## src/gisp_pkg.sv

```systemverilog
// package of constants and carrier types for the two-wire slave port
package gisp_pkg;
  // ----------------------------------------------------------------
  // addressing
  // ----------------------------------------------------------------
  localparam logic [6:0] SLAVE_ADDR = 7'h55;      // 1010101, gives 0xAA write, 0xAB read
  localparam logic [7:0] CMD_READ_MAX = 8'h7F;    // highest readable location
  // ----------------------------------------------------------------
  // timing
  // ----------------------------------------------------------------
  localparam int CLK_HZ = 10000000;
  localparam int STUCK_BUS_TIMEOUT_S = 2;
  localparam int STUCK_BUS_TIMEOUT_CYC = STUCK_BUS_TIMEOUT_S * CLK_HZ;
  localparam int TMO_W = 25;
  // ----------------------------------------------------------------
  // reset values
  // ----------------------------------------------------------------
  localparam logic [7:0] PTR_RST = 8'h00;
  localparam logic [3:0] BITCNT_RST = 4'h0;
  // ----------------------------------------------------------------
  // carrier types
  // ----------------------------------------------------------------
  // synchronised bus line levels and edges
  typedef struct packed {
    logic scl;
    logic sda;
    logic scl_rise;
    logic scl_fall;
    logic start;
    logic stop;
  } gisp_line_t;

  // access toward the command map
  typedef struct packed {
    logic [7:0] addr;
    logic [7:0] wdata;
    logic wr;
  } gisp_cmd_t;

  typedef enum logic [2:0] {
    ST_IDLE = 3'b000,
    ST_ADDR = 3'b001,
    ST_ACK = 3'b010,
    ST_WRX = 3'b011,
    ST_TX = 3'b100,
    ST_MACK = 3'b101,
    ST_HOLD = 3'b110
  } gisp_state_t;
endpackage

```

## src/gisp_line_sync.sv

```systemverilog
// two-flop synchroniser and edge/condition detector for the bus lines
`timescale 1ns/1ps
module gisp_line_sync (
  // clock and control
  input wire logic i_clk,
  input wire logic i_srst,
  input wire logic i_ce,
  // raw bus levels
  input wire logic i_scl,
  input wire logic i_sda,
  // conditioned lines
  output gisp_pkg::gisp_line_t o_line
);
  logic [1:0] s1_reg, s1_next;
  logic [1:0] s2_reg, s2_next;
  logic [1:0] s3_reg, s3_next;
  gisp_pkg::gisp_line_t line_next;

  // sync chain; the third stage gives the previous level for edges
  always_comb begin
    s1_next = {i_scl, i_sda};
    s2_next = s1_reg;
    s3_next = s2_reg;
    line_next.scl = s2_reg[1];
    line_next.sda = s2_reg[0];
    line_next.scl_rise = s2_reg[1] & ~s3_reg[1];
    line_next.scl_fall = ~s2_reg[1] & s3_reg[1];
    line_next.start = s2_reg[1] & s3_reg[1] & ~s2_reg[0] & s3_reg[0];
    line_next.stop = s2_reg[1] & s3_reg[1] & s2_reg[0] & ~s3_reg[0];
  end

  always_ff @(posedge i_clk) begin
    if (i_srst) begin
      s1_reg <= 2'h3;
      s2_reg <= 2'h3;
      s3_reg <= 2'h3;
      o_line <= '{scl: 1'b1, sda: 1'b1, default: 1'b0};  // idle bus reads high
    end else if (i_ce) begin
      s1_reg <= s1_next;
      s2_reg <= s2_next;
      s3_reg <= s3_next;
      o_line <= line_next;
    end
  end
endmodule

```

## src/gisp_slave.sv

```systemverilog
// two-wire slave port engine with pointer, acknowledge policy and stuck-bus release
`timescale 1ns/1ps
module gisp_slave #(
  parameter int TIMEOUT_CYC = gisp_pkg::STUCK_BUS_TIMEOUT_CYC
) (
  // clock, reset, enable
  input wire logic i_clk,
  input wire logic i_srst,
  input wire logic i_ce,
  // bus pins (open drain)
  input wire logic i_scl,
  input wire logic i_sda,
  output logic o_scl_out,
  output logic o_scl_oe,
  output logic o_sda_out,
  output logic o_sda_oe,
  // command map side
  input wire logic [7:0] i_rdata,
  input wire logic i_ro,
  output gisp_pkg::gisp_cmd_t o_cmd,
  output logic [7:0] o_ptr,
  // status
  output logic o_sleep,
  output logic o_two_wire_mode
);
  localparam int TMO_W = gisp_pkg::TMO_W;
  gisp_pkg::gisp_line_t line;
  gisp_pkg::gisp_state_t st_reg, st_next;
  logic [7:0] sh_reg, sh_next;
  logic [3:0] bit_reg, bit_next;
  logic [7:0] ptr_reg, ptr_next;
  logic rd_reg, rd_next;          // current transfer is a read
  logic cmd_seen_reg, cmd_seen_next;
  logic wdone_reg, wdone_next;    // first data byte already taken
  logic ack_reg, ack_next;        // we acknowledge in this ack slot
  logic sda_oe_reg, sda_oe_next;
  gisp_pkg::gisp_cmd_t cmd_reg, cmd_next;
  logic [gisp_pkg::TMO_W-1:0] tmo_reg, tmo_next;
  logic rel_reg, rel_next;
  logic sleep_reg, sleep_next;

  // ----------------------------------------------------------------
  // line conditioning
  // ----------------------------------------------------------------
  gisp_line_sync u_sync (
    .i_clk(i_clk),
    .i_srst(i_srst),
    .i_ce(i_ce),
    .i_scl(i_scl),
    .i_sda(i_sda),
    .o_line(line)
  );

  function automatic logic [7:0] ptr_inc(input logic [7:0] p);
    ptr_inc = p + 8'h01;
  endfunction

  // ----------------------------------------------------------------
  // protocol engine
  // ----------------------------------------------------------------
  // next-state logic for transfer, pointer and drive
  always_comb begin
    st_next = st_reg;
    sh_next = sh_reg;
    bit_next = bit_reg;
    ptr_next = ptr_reg;
    rd_next = rd_reg;
    cmd_seen_next = cmd_seen_reg;
    wdone_next = wdone_reg;
    ack_next = ack_reg;
    sda_oe_next = sda_oe_reg;
    cmd_next = cmd_reg;
    cmd_next.wr = 1'b0;
    if (line.stop || rel_reg) begin
      st_next = gisp_pkg::ST_IDLE;
      sda_oe_next = 1'b0;
    end else if (line.start) begin
      st_next = gisp_pkg::ST_ADDR;  // also a repeated start
      bit_next = gisp_pkg::BITCNT_RST;
      sda_oe_next = 1'b0;
      wdone_next = 1'b0;
    end else begin
      unique case (st_reg)
        gisp_pkg::ST_IDLE: begin
          sda_oe_next = 1'b0;
        end
        gisp_pkg::ST_ADDR, gisp_pkg::ST_WRX: begin
          if (line.scl_rise) begin
            sh_next = {sh_reg[6:0], line.sda};
            bit_next = bit_reg + 4'h1;
          end
          if (line.scl_fall && bit_reg == 4'h8) begin
            bit_next = gisp_pkg::BITCNT_RST;
            st_next = gisp_pkg::ST_ACK;
            ack_next = 1'b0;
            if (st_reg == gisp_pkg::ST_ADDR) begin
              if (sh_reg[7:1] == gisp_pkg::SLAVE_ADDR) begin
                ack_next = 1'b1;
                rd_next = sh_reg[0];
                cmd_seen_next = 1'b0;
              end
            end else if (!cmd_seen_reg) begin
              // command byte sets the pointer
              ptr_next = sh_reg;
              cmd_seen_next = 1'b1;
              ack_next = (sh_reg <= gisp_pkg::CMD_READ_MAX);
            end else if (!wdone_reg && !i_ro) begin
              cmd_next.addr = ptr_reg;  // one-byte write
              cmd_next.wdata = sh_reg;
              cmd_next.wr = 1'b1;
              ptr_next = ptr_inc(ptr_reg);
              wdone_next = 1'b1;
              ack_next = 1'b1;
            end else begin
              wdone_next = 1'b1;  // extra or read-only data refused
            end
            sda_oe_next = ack_next;
            if (!ack_next) begin
              st_next = gisp_pkg::ST_HOLD;
            end
          end
        end
        gisp_pkg::ST_ACK: begin
          // release after the ack clock; reads load data at pointer
          if (line.scl_fall) begin
            if (rd_reg) begin
              sh_next = i_rdata;  // quick read at pointer
              st_next = gisp_pkg::ST_TX;
              sda_oe_next = ~i_rdata[7];
              bit_next = 4'h1;
            end else begin
              st_next = gisp_pkg::ST_WRX;
              sda_oe_next = 1'b0;
            end
          end
        end
        gisp_pkg::ST_TX: begin
          if (line.scl_fall) begin
            if (bit_reg == 4'h8) begin
              st_next = gisp_pkg::ST_MACK;
              sda_oe_next = 1'b0;
            end else begin
              sh_next = {sh_reg[6:0], 1'b0};
              sda_oe_next = ~sh_reg[6];
              bit_next = bit_reg + 4'h1;
            end
          end
        end
        gisp_pkg::ST_MACK: begin
          if (line.scl_rise) begin
            if (!line.sda) begin
              ptr_next = ptr_inc(ptr_reg);  // master ack advances
              st_next = gisp_pkg::ST_ACK;  // incremental read
            end else begin
              st_next = gisp_pkg::ST_HOLD;  // master NACK ends read
            end
          end
        end
        gisp_pkg::ST_HOLD: begin
          if (line.scl_fall) begin
            sda_oe_next = 1'b0;
          end
        end
        default: begin
          st_next = gisp_pkg::ST_IDLE;
          sda_oe_next = 1'b0;
        end
      endcase
    end
  end

  // ----------------------------------------------------------------
  // stuck-bus watchdog
  // ----------------------------------------------------------------
  // counts continuous low on either line
  always_comb begin
    tmo_next = tmo_reg;
    rel_next = rel_reg;
    sleep_next = sleep_reg;
    if (line.scl && line.sda) begin
      tmo_next = '0;
      rel_next = 1'b0;
      sleep_next = 1'b0;
    end else if (rel_reg) begin
      sleep_next = 1'b1;  // still low after release
    end else if (tmo_reg == TMO_W'(TIMEOUT_CYC - 1)) begin
      rel_next = 1'b1;  // release the data line
    end else begin
      tmo_next = tmo_reg + 1'b1;
    end
  end

  // engine registers
  always_ff @(posedge i_clk) begin
    if (i_srst) begin
      st_reg <= gisp_pkg::ST_IDLE;
      sh_reg <= 8'h00;
      bit_reg <= gisp_pkg::BITCNT_RST;
      ptr_reg <= gisp_pkg::PTR_RST;
      rd_reg <= 1'b0;
      cmd_seen_reg <= 1'b0;
      wdone_reg <= 1'b0;
      ack_reg <= 1'b0;
      sda_oe_reg <= 1'b0;
      cmd_reg <= '0;
    end else if (i_ce) begin
      st_reg <= st_next;
      sh_reg <= sh_next;
      bit_reg <= bit_next;
      ptr_reg <= ptr_next;
      rd_reg <= rd_next;
      cmd_seen_reg <= cmd_seen_next;
      wdone_reg <= wdone_next;
      ack_reg <= ack_next;
      sda_oe_reg <= sda_oe_next;
      cmd_reg <= cmd_next;
    end
  end

  // watchdog registers
  always_ff @(posedge i_clk) begin
    if (i_srst) begin
      tmo_reg <= '0;
      rel_reg <= 1'b0;
      sleep_reg <= 1'b0;
    end else if (i_ce) begin
      tmo_reg <= tmo_next;
      rel_reg <= rel_next;
      sleep_reg <= sleep_next;
    end
  end

  // ----------------------------------------------------------------
  // outputs, from flops or constants
  // ----------------------------------------------------------------
  assign o_sda_out = 1'b0;
  assign o_sda_oe = sda_oe_reg;
  assign o_scl_out = 1'b0;
  assign o_scl_oe = 1'b0;  // no clock stretching
  assign o_cmd = cmd_reg;
  assign o_ptr = ptr_reg;
  assign o_sleep = sleep_reg;
  assign o_two_wire_mode = 1'b1;  // fixed two-wire mode
endmodule

```

## config.mk

```make
export PLATFORM = sky130hd
export DESIGN_NAME = gisp_slave
export DESIGN_NICKNAME = d
export VERILOG_FILES = /design/src/gisp_pkg.sv /design/src/gisp_line_sync.sv /design/src/gisp_slave.sv
export SDC_FILE = /design/constraint.sdc
export NUM_CORES = 1
export LEC_CHECK = 0
export BUFFER_PORTS_ARGS = -buffer_cell sky130_fd_sc_hd__clkbuf_2
export CORE_UTILIZATION = 59
export DETAILED_ROUTE_END_ITERATION = 10
export PLACE_DENSITY = 0.8
export SLEW_MARGIN = 20
export SYNTH_ARGS = -nofsm -noshare
export SYNTH_HDL_FRONTEND = slang
export SYNTH_SLANG_ARGS = --single-unit
```

## constraint.sdc

```tcl
create_clock -name i_clk -period 2.9 [get_ports i_clk]
set_clock_uncertainty 0.1 [all_clocks]
set_input_delay 0.145 -clock i_clk [delete_from_list [all_inputs] [get_ports i_clk]]
set_output_delay 0.145 -clock i_clk [all_outputs]
set_load 0.01 [all_outputs]
```

**After elaboration in Yosys (flattened, before gate mapping)**

Cells that the tools add are included.

- Add/sub/neg operators: 3
- Reductions and logical operators: 27
- Order comparisons: 1
- Bitwise logic cells: 16
- Equality and inequality tests: 36
- Muxes and demuxes: 71

Operator list:

| kind | number |
|---|---|
| 2-to-1 mux 8 bit | 11 |
| 2-to-1 mux 25 bit | 3 |
| 2-to-1 mux 1 bit | 35 |
| 2-to-1 mux 3 bit | 10 |
| 2-to-1 mux 4 bit | 7 |
| adder 25 x 1 -> 25 bit, second input constant | 1 |
| == test 25 bit, second input constant | 1 |
| one-hot mux 8 bit (3 select lines) | 1 |
| != test 4 x 2 -> 1 bit, second input constant | 5 |
| AND reduction 6 bit | 3 |
| AND reduction 9 bit | 2 |
| one-hot mux 8 bit (2 select lines) | 1 |
| AND reduction 8 bit | 2 |
| one-hot mux 3 bit (5 select lines) | 1 |
| != test 2 x 1 -> 1 bit, second input constant | 7 |
| AND reduction 7 bit | 2 |
| != test 2 bit, second input constant | 6 |
| one-hot mux 4 bit (3 select lines) | 1 |
| nonzero test 2 bit | 5 |
| == test 3 bit, second input constant | 3 |
| != test 3 x 1 -> 1 bit, second input constant | 3 |
| != test 3 x 2 -> 1 bit, second input constant | 3 |
| NOT 1 bit | 9 |
| adder 8 x 1 -> 8 bit, second input constant | 1 |
| other kinds (19) | 31 |

- Register bits after elaboration: 83
- Logic and storage cells: 177
- Output and inout port bits: 31
- Bits of input ports: 14

**Depth between registers and ports, before layout**

Gate-level depths: netlist (run 1).

- Depth in word-level cells: 14
- Mapped depth: 9
- Gate-level depth less buffers: 7

**Hierarchy**

From an unflattened synthesis (run 1), not the netlist that was laid out.

- Cell total of the unflattened synthesis: 492
- Area, all modules: 4159.0 µm²

Modules (own cells, without submodules):

| module | area an instance (µm²) | seq. area each (µm²) | instances | cells an instance |
|---|---|---|---|---|
| gisp_slave | 3791.1 | 1421.4 | 1 | 456 |
| gisp_line_sync | 367.9 | 200.2 | 1 | 36 |

**Worst setup path before layout (run 1)**

Ideal clock, no wire load.

- Path kind: register -> register
- From: register bit_reg[0]
- To: register ptr_reg[0] (netlist: o_ptr[0])
- Arrival: 1.996 ns
- Slack: 0.730 ns
- Data required time: 2.726 ns
- Buffers on the path: 1
- Period minus slack after synthesis: 2.170 ns
- Library setup time: 0.074 ns
- Stages on the path, launching flop included: 9
- Cell sequence: dfxtp_1 inv_1 ha_1 and4b_1 clkbuf_1 a31oi_1 or4_4 or3_1 a31oi_1

- Word-level cells in the longest chain between the ends: 4

RTL lines:

| what | line | source |
|---|---|---|
| start: declaration | gisp_slave.sv:30 | `logic [3:0] bit_reg, bit_next;` |
| start signal: assignment | gisp_slave.sv:198 | `bit_reg <= gisp_pkg::BITCNT_RST;` |
| start signal: assignment | gisp_slave.sv:209 | `bit_reg <= bit_next;` |
| == test 4 bit | gisp_slave.sv:92 | `if (line.scl_fall && bit_reg == 4'h8) begin` |
| logical AND 1 bit | gisp_slave.sv:92 |  |
| != test 2 bit (no line) | n/a |  |
| AND reduction 9 bit (no line) | n/a |  |
| end signal: assignment | gisp_slave.sv:199 | `ptr_reg <= gisp_pkg::PTR_RST;` |
| end signal: assignment | gisp_slave.sv:210 | `ptr_reg <= ptr_next;` |
| end: declaration | gisp_slave.sv:31 | `logic [7:0] ptr_reg, ptr_next;` |

Every way passes these cells.
A chain may end at the register's enable or synchronous reset.

**Worst setup path in the final report (run 1)**

Ends and elaborated chain as after synthesis.

==> impl_summary.md, run 1 <==
Clock network
At the later pin of the worst-skew pair, clock insertion delay measures 350 ps. The TritonCTS clock tree is built. The post-CTS repair timing setup buffer count is 0. The number of clock sinks seen by CTS is 81. The maximum buffer depth of the clock tree is 2. For this design, the CTS-stage hold fixing added 2 buffers. The number of levels in the clock H-tree is 3. The CTS buffer count is 9. Clock-pin slew was measured on the worst setup and hold paths at 80 ps. The number of cells upsized or downsized after cts is 0.

The root buffer cell is sky130_fd_sc_hd__clkbuf_8.

Synthesis
The post-synthesis cell area is 4210 sq um. The count of flip-flops with a built-in enable after synthesis is 0. The proportion of netlist area held by the largest area contributor is 38.5%. Among all flip-flop cells after synthesis, the most frequent one is sky130_fd_sc_hd__dfxtp_1. The cell count after synthesis came out at 508.

Ranked by total cell area, the synthesized netlist is headed by sky130_fd_sc_hd__dfxtp_1 (38%), sky130_fd_sc_hd__mux2i_1 (7.8%), sky130_fd_sc_hd__a21oi_1 (5.0%). The share of synthesized registers carrying an async set or reset is 0%. The number of distinct library cells after synthesis is 64. The number of warning messages in the yosys log is 0. The share of the Yosys chip area taken by registers is 38.5%. The synthesized area per cell is 8.30 sq um. The biggest area consumer among synthesized cells is sky130_fd_sc_hd__dfxtp_1.

The post-synthesis register bit count is 81.

Finish
The synthesis-to-finish area growth is 9.92%. In the final design database the tool counted 553 nets. The antenna diode instance count is 0. The number of flip-flops under the largest register name is 25. The layout has 579 filler cells. The proportion of layout cells with a drive suffix above 1 is 14.3%.

Status
The flow ran to the end, and the final reports show no timing, DRC or antenna violations.

Global route
Global routing consumed, over all layers together, 28.1% of the routing resources. The first global-routing pass estimated 16.8 mm of wire. The number of antenna violations at the first check in global routing is 0. The total congestion overflow is 0. The largest net degree at the start of global routing is 52. The number of global-route vias before repair was 3670.

STA
Final hold analysis gives a worst-case slack of 18.0 ps. Dividing the final minimum period by the clock period gives 84.5%. The maximum clock frequency is 408 MHz. In this run the tightest slew margin relative to its limit is 50.9%. The final critical-path required period is 2450 ps. The number of hold violations in the final report came to 0. For the pin with the worst max-slew slack, the measured transition is 734 ps. After routing, the total negative slack on setup checks comes to 0 ps. Setup violations remaining at the end of the flow were counted as 0. The max-slew violation count is 0.

Setup repair after global routing left no endpoint under its margin.

Worst setup path
The peak per-stage delay on the critical path is 550 ps. The critical path startpoint category is a flip-flop. STA classifies the critical path endpoint as a flip-flop. Walking the worst path, the cells encountered are inv_1 -> ha_1 -> and4b_1 -> a31oi_1 -> or4_4 -> or3_1 -> a31oi_1.

The worst-case reg-to-reg path depth is 7. The startpoint of the most critical register-to-register path is bit_reg[0]$_SDFFE_PP0P_. The library cell appearing most often on the critical path is sky130_fd_sc_hd__a31oi_1.

Data on the critical path arrives at its endpoint at 2630 ps. Broken down by cell family, the worst path's largest delay share belongs to simple AND/OR/NAND/NOR gates. The number of buffers and inverters on the critical path is 1.

The slowest stage of the critical path is the sky130_fd_sc_hd__or4_4 cell. The required time of the critical path is 3080 ps. In this run the critical register-to-register path is captured at o_ptr[0]$_SDFFE_PP0P_.

The worst-case register-to-register setup slack is 450 ps. The critical path in this run is classified as flip-flop to flip-flop. The maximum fanout along the worst path is 13.

Route
In the routed design, unresolved DRC markers number 0. Detailed routing inserted a total of 3903 vias. The first TritonRoute pass finished after 5 iterations. The first routing iteration left 294 violations.

The detail route stage leaves a number of antenna-violating nets equal to 0. The total wirelength of the detailed-routed design is 10.0 mm. After detailed routing, the number of vias per cell comes to 6.15. Dividing the detail-routed wire length by the instance count gives 15.8 um.

Floorplanning
The number of top-level pins is 45. The area of the die is 7480 sq um. The die boundary width is 86.5 um. For this configuration, the core starts out at a cell density of 61.7%. From bottom edge to top edge, the die measures 86.5 um. The core region is 6830 sq um. The floorplan has 30 rows.

Worst hold path
The hold path startpoint is i_rdata[3]. The min-delay analysis places its worst path in the category primary input to flip-flop. The depth of the worst hold-timing path is 3. The capture endpoint of the worst hold path is sh_reg[3]$_SDFFE_PP0P_.

Power
The reported leakage power is 1.72 nW. The worst-case IR drop observed on VDD is 0.000294 V. Power spread over the standard cell area amounts to 432 nW/um^2.

Job
The number of maximum-capacitance constraint violations is 0.

Place
The final estimated routing congestion in global placement is 0.843. The total of buffers placed on input and output ports is 40. After legalization and detailed placement, the total HPWL measured 6.90 mm.
==> report_power, final <==
group / internal, mW / leakage [nW] / switching (mW) / total (mW)
sequential: 1.12 / 0.653 / 0.00803 / 1.12
clock: 0.393 / 0.0864 / 0.402 / 0.796
combinational: 0.0257 / 0.985 / 0.0549 / 0.0806
total: 1.54 / 1.72 / 0.465 / 2.00
==> worst reg2reg max path, stage by stage, from the launching register on <==
cell and delay, ps:
sky130_fd_sc_hd__dfxtp_1 370, sky130_fd_sc_hd__inv_1 100, sky130_fd_sc_hd__ha_1 180, sky130_fd_sc_hd__and4b_1 380, sky130_fd_sc_hd__a31oi_1 160, sky130_fd_sc_hd__or4_4 550, sky130_fd_sc_hd__or3_1 380, sky130_fd_sc_hd__a31oi_1 170
==> final cells by class <==
cell class / instances / area, sq um / area share (%)
Multi-Input combinational cell: 381 / 2380 / 51.3
Sequential cell: 81 / 1620 / 35.0
Timing Repair Buffer: 53 / 303 / 6.54
Clock buffer: 12 / 135 / 2.92
Tap cell: 96 / 120 / 2.59
Clock inverter: 3 / 42.5 / 0.918
Inverter: 9 / 33.8 / 0.729
==> metal layers <==
metal	global-route usage [%]	routed length (um)	vias to the layer above
met5	0	0	-
met4	11.1	149	0
met3	6.48	452	15
met2	46.4	4930	110
met1	35.5	4470	1856
li1	-	-	1922
==> cell usage after synthesis, drive strengths merged (3+ instances only) <==
master / instances
xnor2: 3
o32ai: 4
or2: 4
nand2b: 3
mux2i: 33
and3: 9
ha: 4
a21oi: 42
nor4: 11
a31oi: 5
o221ai: 4
clkbuf: 23
a211oi: 8
nand2: 41
nand3: 14
clkinv: 3
o21ai: 31
or3: 15
nor3: 16
buf: 16
nor3b: 4
o31ai: 3
nand4: 14
a22oi: 3
or4: 8
a21o: 3
dfxtp: 81
nor2: 53
inv: 6
a32o: 3
nand3b: 4
==> stage by stage <==
| stage | power [mW] | setup WS, ps | cells | util (%) | cell area, sq um |
|---|---|---|---|---|---|
| finish | 2.00 | 451 | 635 | 67.8 | 4630 |
| global route | 2.07 | 340 | 635 | 67.8 | 4630 |
| CTS | 2.01 | 475 | 635 | 67.8 | 4630 |
| detailed placement | 1.23 | 512 | 618 | 64.9 | 4430 |
| global placement | 1.23 | 580 | 618 | 64.9 | 4430 |
| floorplan | 1.21 | 730 | 510 | - | 4220 |
==> worst max-delay path by stage <==
stage / startpoint / end / slack, ps / cells after the start
2_1_floorplan: bit_reg[0]$_SDFFE_PP0P_ / o_ptr[0]$_SDFFE_PP0P_ / 730 / 8
3_3_place_gp: bit_reg[0]$_SDFFE_PP0P_ / o_ptr[0]$_SDFFE_PP0P_ / 580 / 7
3_5_place_dp: bit_reg[0]$_SDFFE_PP0P_ / o_ptr[0]$_SDFFE_PP0P_ / 510 / 7
4_1_cts: bit_reg[0]$_SDFFE_PP0P_ / o_ptr[0]$_SDFFE_PP0P_ / 470 / 7
5_1_grt: bit_reg[0]$_SDFFE_PP0P_ / o_ptr[0]$_SDFFE_PP0P_ / 340 / 7
6_report: bit_reg[0]$_SDFFE_PP0P_ / o_ptr[0]$_SDFFE_PP0P_ / 450 / 7
==> cells in the final DEF (no fill, tap or decap), types with 5 or more instances in the layout <==
| cell | n |
|---|---|
| sky130_fd_sc_hd__a211oi_1 | 8 |
| sky130_fd_sc_hd__a21oi_1 | 42 |
| sky130_fd_sc_hd__a31oi_1 | 5 |
| sky130_fd_sc_hd__and3_1 | 9 |
| sky130_fd_sc_hd__buf_4 | 11 |
| sky130_fd_sc_hd__clkbuf_2 | 40 |
| sky130_fd_sc_hd__clkbuf_8 | 9 |
| sky130_fd_sc_hd__dfxtp_1 | 81 |
| sky130_fd_sc_hd__inv_1 | 6 |
| sky130_fd_sc_hd__mux2i_1 | 33 |
| sky130_fd_sc_hd__nand2_1 | 41 |
| sky130_fd_sc_hd__nand3_1 | 14 |
| sky130_fd_sc_hd__nand4_1 | 14 |
| sky130_fd_sc_hd__nor2_1 | 53 |
| sky130_fd_sc_hd__nor3_1 | 14 |
| sky130_fd_sc_hd__nor4_1 | 10 |
| sky130_fd_sc_hd__o21ai_0 | 29 |
| sky130_fd_sc_hd__or3_1 | 15 |
| sky130_fd_sc_hd__or4_1 | 7 |
==> kinds of logic after synthesis <==
kind of cell | share of synthesized area [%]
flip-flops | 38.5
multiplexers | 8.11
AO/OA/AOI/OAI | 18.9
buffers and inverters | 5.31
AND/OR/NAND/NOR | 26.8
adder cells (fa/ha/maj) | 1.19
other | 0.178
XOR/XNOR | 1.04
Note: power is estimated with default switching activity, not from simulation.
==> inputs of run 2 (changes only) <==
clock period = 2.4 ns   (was 2.9 ns; I/O delays follow)
==> run 2 against run 1 <==
Wire length fell by 0.88%. Final cell count rose by 3.1%. Highest routed layer unchanged. Fmax rose by 9.6%. Cell area rose by 4.5%. Hold slack improved by 8.4 ps. Largest power group unchanged. Sequential share of layout area fell by 1.5 points. Setup slack got worse by 290 ps. Clock power rose by 42%. Count of clock-buffer cells in the layout did not move. Sequential power rose by 21%. Sequential cell count did not move. Utilization rose by 3.1 points.
==> impl_summary.md, run 2 (synthesis results as in run 1) <==
Status
Outcome: finished clean (unchanged).

Place
The final estimated routing congestion in global placement is 0.884 (was 0.843). The number of cells in the design after placement is 632 (was 618). The estimated wirelength of the detail-placed design is 6.86 mm (was 6.90 mm). The total of buffers placed on input and output ports is 40 (unchanged).

Worst setup path
The endpoint of the worst-slack reg-to-reg timing path is o_ptr[7]$_SDFFE_PP0P_ (was o_ptr[0]$_SDFFE_PP0P_). The startpoint of the most critical register-to-register path was bit_reg[0]$_SDFFE_PP0P_ (unchanged). The maximum fanout along the worst path is 12 (was 13). The data arrival time at the worst-slack endpoint was 2360 ps (was 2630 ps). The worst-case reg-to-reg path depth is 8 (was 7). The endpoint type of the worst setup path is a flip-flop (unchanged). The class of the most critical setup path is flip-flop to flip-flop (unchanged). The critical path startpoint category is a flip-flop (unchanged).

The required time of the critical path is 2520 ps (was 3080 ps). The worst-case register-to-register setup slack is 160 ps (was 450 ps).

Power
The peak ir drop on the vdd network is 0.000430 V (was 0.000294 V). The share of total power in the clock network was 43.6% (was 39.8%). The share of total power in combinational logic is 4.2% (was 4.0%). The power per standard cell area is 537 nW/um^2 (was 432 nW/um^2). The sequential power share was 52.2% (was 56.2%). The cell internal power dissipation was 2.03 mW (was 1.54 mW). The net switching power of the design came to 0.568 mW (was 0.465 mW). The reported leakage power is 1.84 nW (was 1.72 nW).

The net switching fraction of the power is 21.8% (was 23.3%).

Finish
The antenna diode instance count is 0 (unchanged). The net total in the final layout is 572 (was 553). The final non-filler cell total is 655 (was 635). Leading cell types in the layout, fill and taps excluded: sky130_fd_sc_hd__dfxtp_1 (81), sky130_fd_sc_hd__nor2_1 (53), sky130_fd_sc_hd__a21oi_1 (42) (unchanged). The synthesis-to-finish area growth was 14.9% (was 9.92%). The number of flip-flops under the largest register name was 25 (unchanged). The proportion of layout cells with a drive suffix above 1 is 17.0% (was 14.3%). The leading cell type in the layout, fill and taps excluded is sky130_fd_sc_hd__dfxtp_1 (unchanged).

Clock network
The CTS buffer count is 9 (unchanged). The root buffer cell was sky130_fd_sc_hd__clkbuf_8 (unchanged). The number of clock sinks seen by CTS came to 81 (unchanged). The number of levels in the clock H-tree was 3 (unchanged). The maximum buffer depth of the clock tree is 2 (unchanged).

The post-CTS repair timing setup buffer count was 0 (unchanged). The TritonCTS clock tree is built (unchanged). The clock transition at the registers of the reported paths came to 80 ps (about the same).

The insertion delay of the later-clocked pin in the worst-skew pair was 350 ps (about the same).

Global route
The number of global-route vias before repair is 3736 (was 3670). The number of antenna violations at the first check in global routing was 0 (unchanged). The total congestion overflow came to 0 (unchanged). The wire length of the first global-routing pass is 17.0 mm (was 16.8 mm). The aggregate global-route resource usage came to 28.3% (was 28.1%). The largest net degree at the start of global routing came to 42 (was 52).

Route
The number of antenna-violating nets in the routed design is 0 (unchanged). The average wire per standard cell is 15.1 um (was 15.8 um). The final routed DRC violation total was 0 (unchanged). The total wirelength of the detailed-routed design came to 9.92 mm (was 10.0 mm).

The iteration-0 DRC count of the detailed router came to 258 (was 294). The total vias in the final route was 4034 (was 3903). The detail-routed via count per cell is 6.16 (was 6.15).

The detailed-routing iteration count for the pre-antenna-repair pass was 5 (unchanged).

STA
The transition time at the pin with the least slew margin is 719 ps (was 734 ps). The max-slew violation count was 0 (unchanged). The final-report setup violation count is 0 (unchanged).

The portion of the clock cycle consumed by the worst path in the final layout is 93.1% (was 84.5%). The final critical-path required period was 2240 ps (was 2450 ps). The final hold slack is 26.4 ps (was 18.0 ps). The sum of negative setup slack came to 0 ps (unchanged).

RSZ-0062 raised after global routing: false (unchanged). The normalized max-slew margin is 51.4% (was 50.9%). The maximum clock frequency is 447 MHz (was 408 MHz). The number of hold violations in the final report is 0 (unchanged).

Worst hold path
The hold path startpoint is i_srst (was i_rdata[3]). The depth of the worst hold-timing path came to 2 (was 3). The class of the worst hold path is primary input to flip-flop (unchanged). The capture endpoint of the worst hold path is bit_reg[1]$_SDFFE_PP0P_ (was sh_reg[3]$_SDFFE_PP0P_).

Floorplanning
The height of the die came to 86.5 um (unchanged). The number of standard-cell rows in the floorplan came to 30 (unchanged). The area of the die is 7480 sq um (unchanged). The number of top-level pins is 45 (unchanged).

The die boundary width is 86.5 um (unchanged). The initial standard-cell utilization of the core was 61.7% (unchanged). The core area is 6830 sq um (unchanged).

Job
The number of maximum-capacitance constraint violations is 0 (unchanged).
[run 2: repair_timing]
item,4_1_cts,5_1_grt
hold endpoints to repair,7,0
hold buffers,7,0
resized for setup,0,1
setup endpoints to repair,0,6
[run 2: final cells by class]
class	count	area [sq um]
clock inverters	4	75.1
fillers	564	1990
clock buffers	12	155
repair buffers	72	458
flip-flops and latches	81	1620
well taps	96	120
inverters	9	33.8
multi-input cells	381	2380
[run 2: metal layers]
metal  up-vias  wire length [um]  GRT usage [%]
li1       1966                 -              -
met1      1911              4330           35.2
met2       143              4910           48.7
met3        14               556           5.14
met4         0               125           10.8
met5         -                 0              0
[run 2: worst max path at each step]
stage,startpoint,endpoint,slack [ps],depth (start not counted)
2_1_floorplan,bit_reg[0]$_SDFFE_PP0P_,o_ptr[0]$_SDFFE_PP0P_,230,8
3_3_place_gp,bit_reg[0]$_SDFFE_PP0P_,o_ptr[2]$_SDFFE_PP0P_,210,8
3_5_place_dp,bit_reg[0]$_SDFFE_PP0P_,o_ptr[7]$_SDFFE_PP0P_,150,8
4_1_cts,bit_reg[0]$_SDFFE_PP0P_,o_ptr[7]$_SDFFE_PP0P_,130,8
5_1_grt,bit_reg[0]$_SDFFE_PP0P_,o_ptr[2]$_SDFFE_PP0P_,20,8
6_report,bit_reg[0]$_SDFFE_PP0P_,o_ptr[7]$_SDFFE_PP0P_,160,8
[run 2: per-stage QoR]
stage	util, %	area (sq um)	worst slack, ps	power, mW
final	70.9	4840	164	2.60
after global routing	70.9	4840	18.4	2.69
after CTS	70.8	4840	130	2.62
after detailed placement	66.4	4540	152	1.49
after global placement	66.4	4540	211	1.49
after floorplan	-	4220	230	1.46
[run 2: worst max-delay path, cell delays in order (launching register included)]
cell                      delay, ps
sky130_fd_sc_hd__dfxtp_1        360
sky130_fd_sc_hd__inv_1           90
sky130_fd_sc_hd__ha_1           190
sky130_fd_sc_hd__and4b_2        330
sky130_fd_sc_hd__a31oi_1        130
sky130_fd_sc_hd__or4_4          450
sky130_fd_sc_hd__buf_4          190
sky130_fd_sc_hd__o21ai_0        180
sky130_fd_sc_hd__a21oi_1         90
[run 2: power by group through the flow]
stage	clock network, mW	logic [mW]	registers, mW
3_5_place_dp	0	0.0981	1.39
3_3_place_gp	0	0.0968	1.39
6_report	1.13	0.108	1.36
2_1_floorplan	0	0.0738	1.38
5_1_grt	1.21	0.116	1.36
4_1_cts	1.15	0.107	1.36
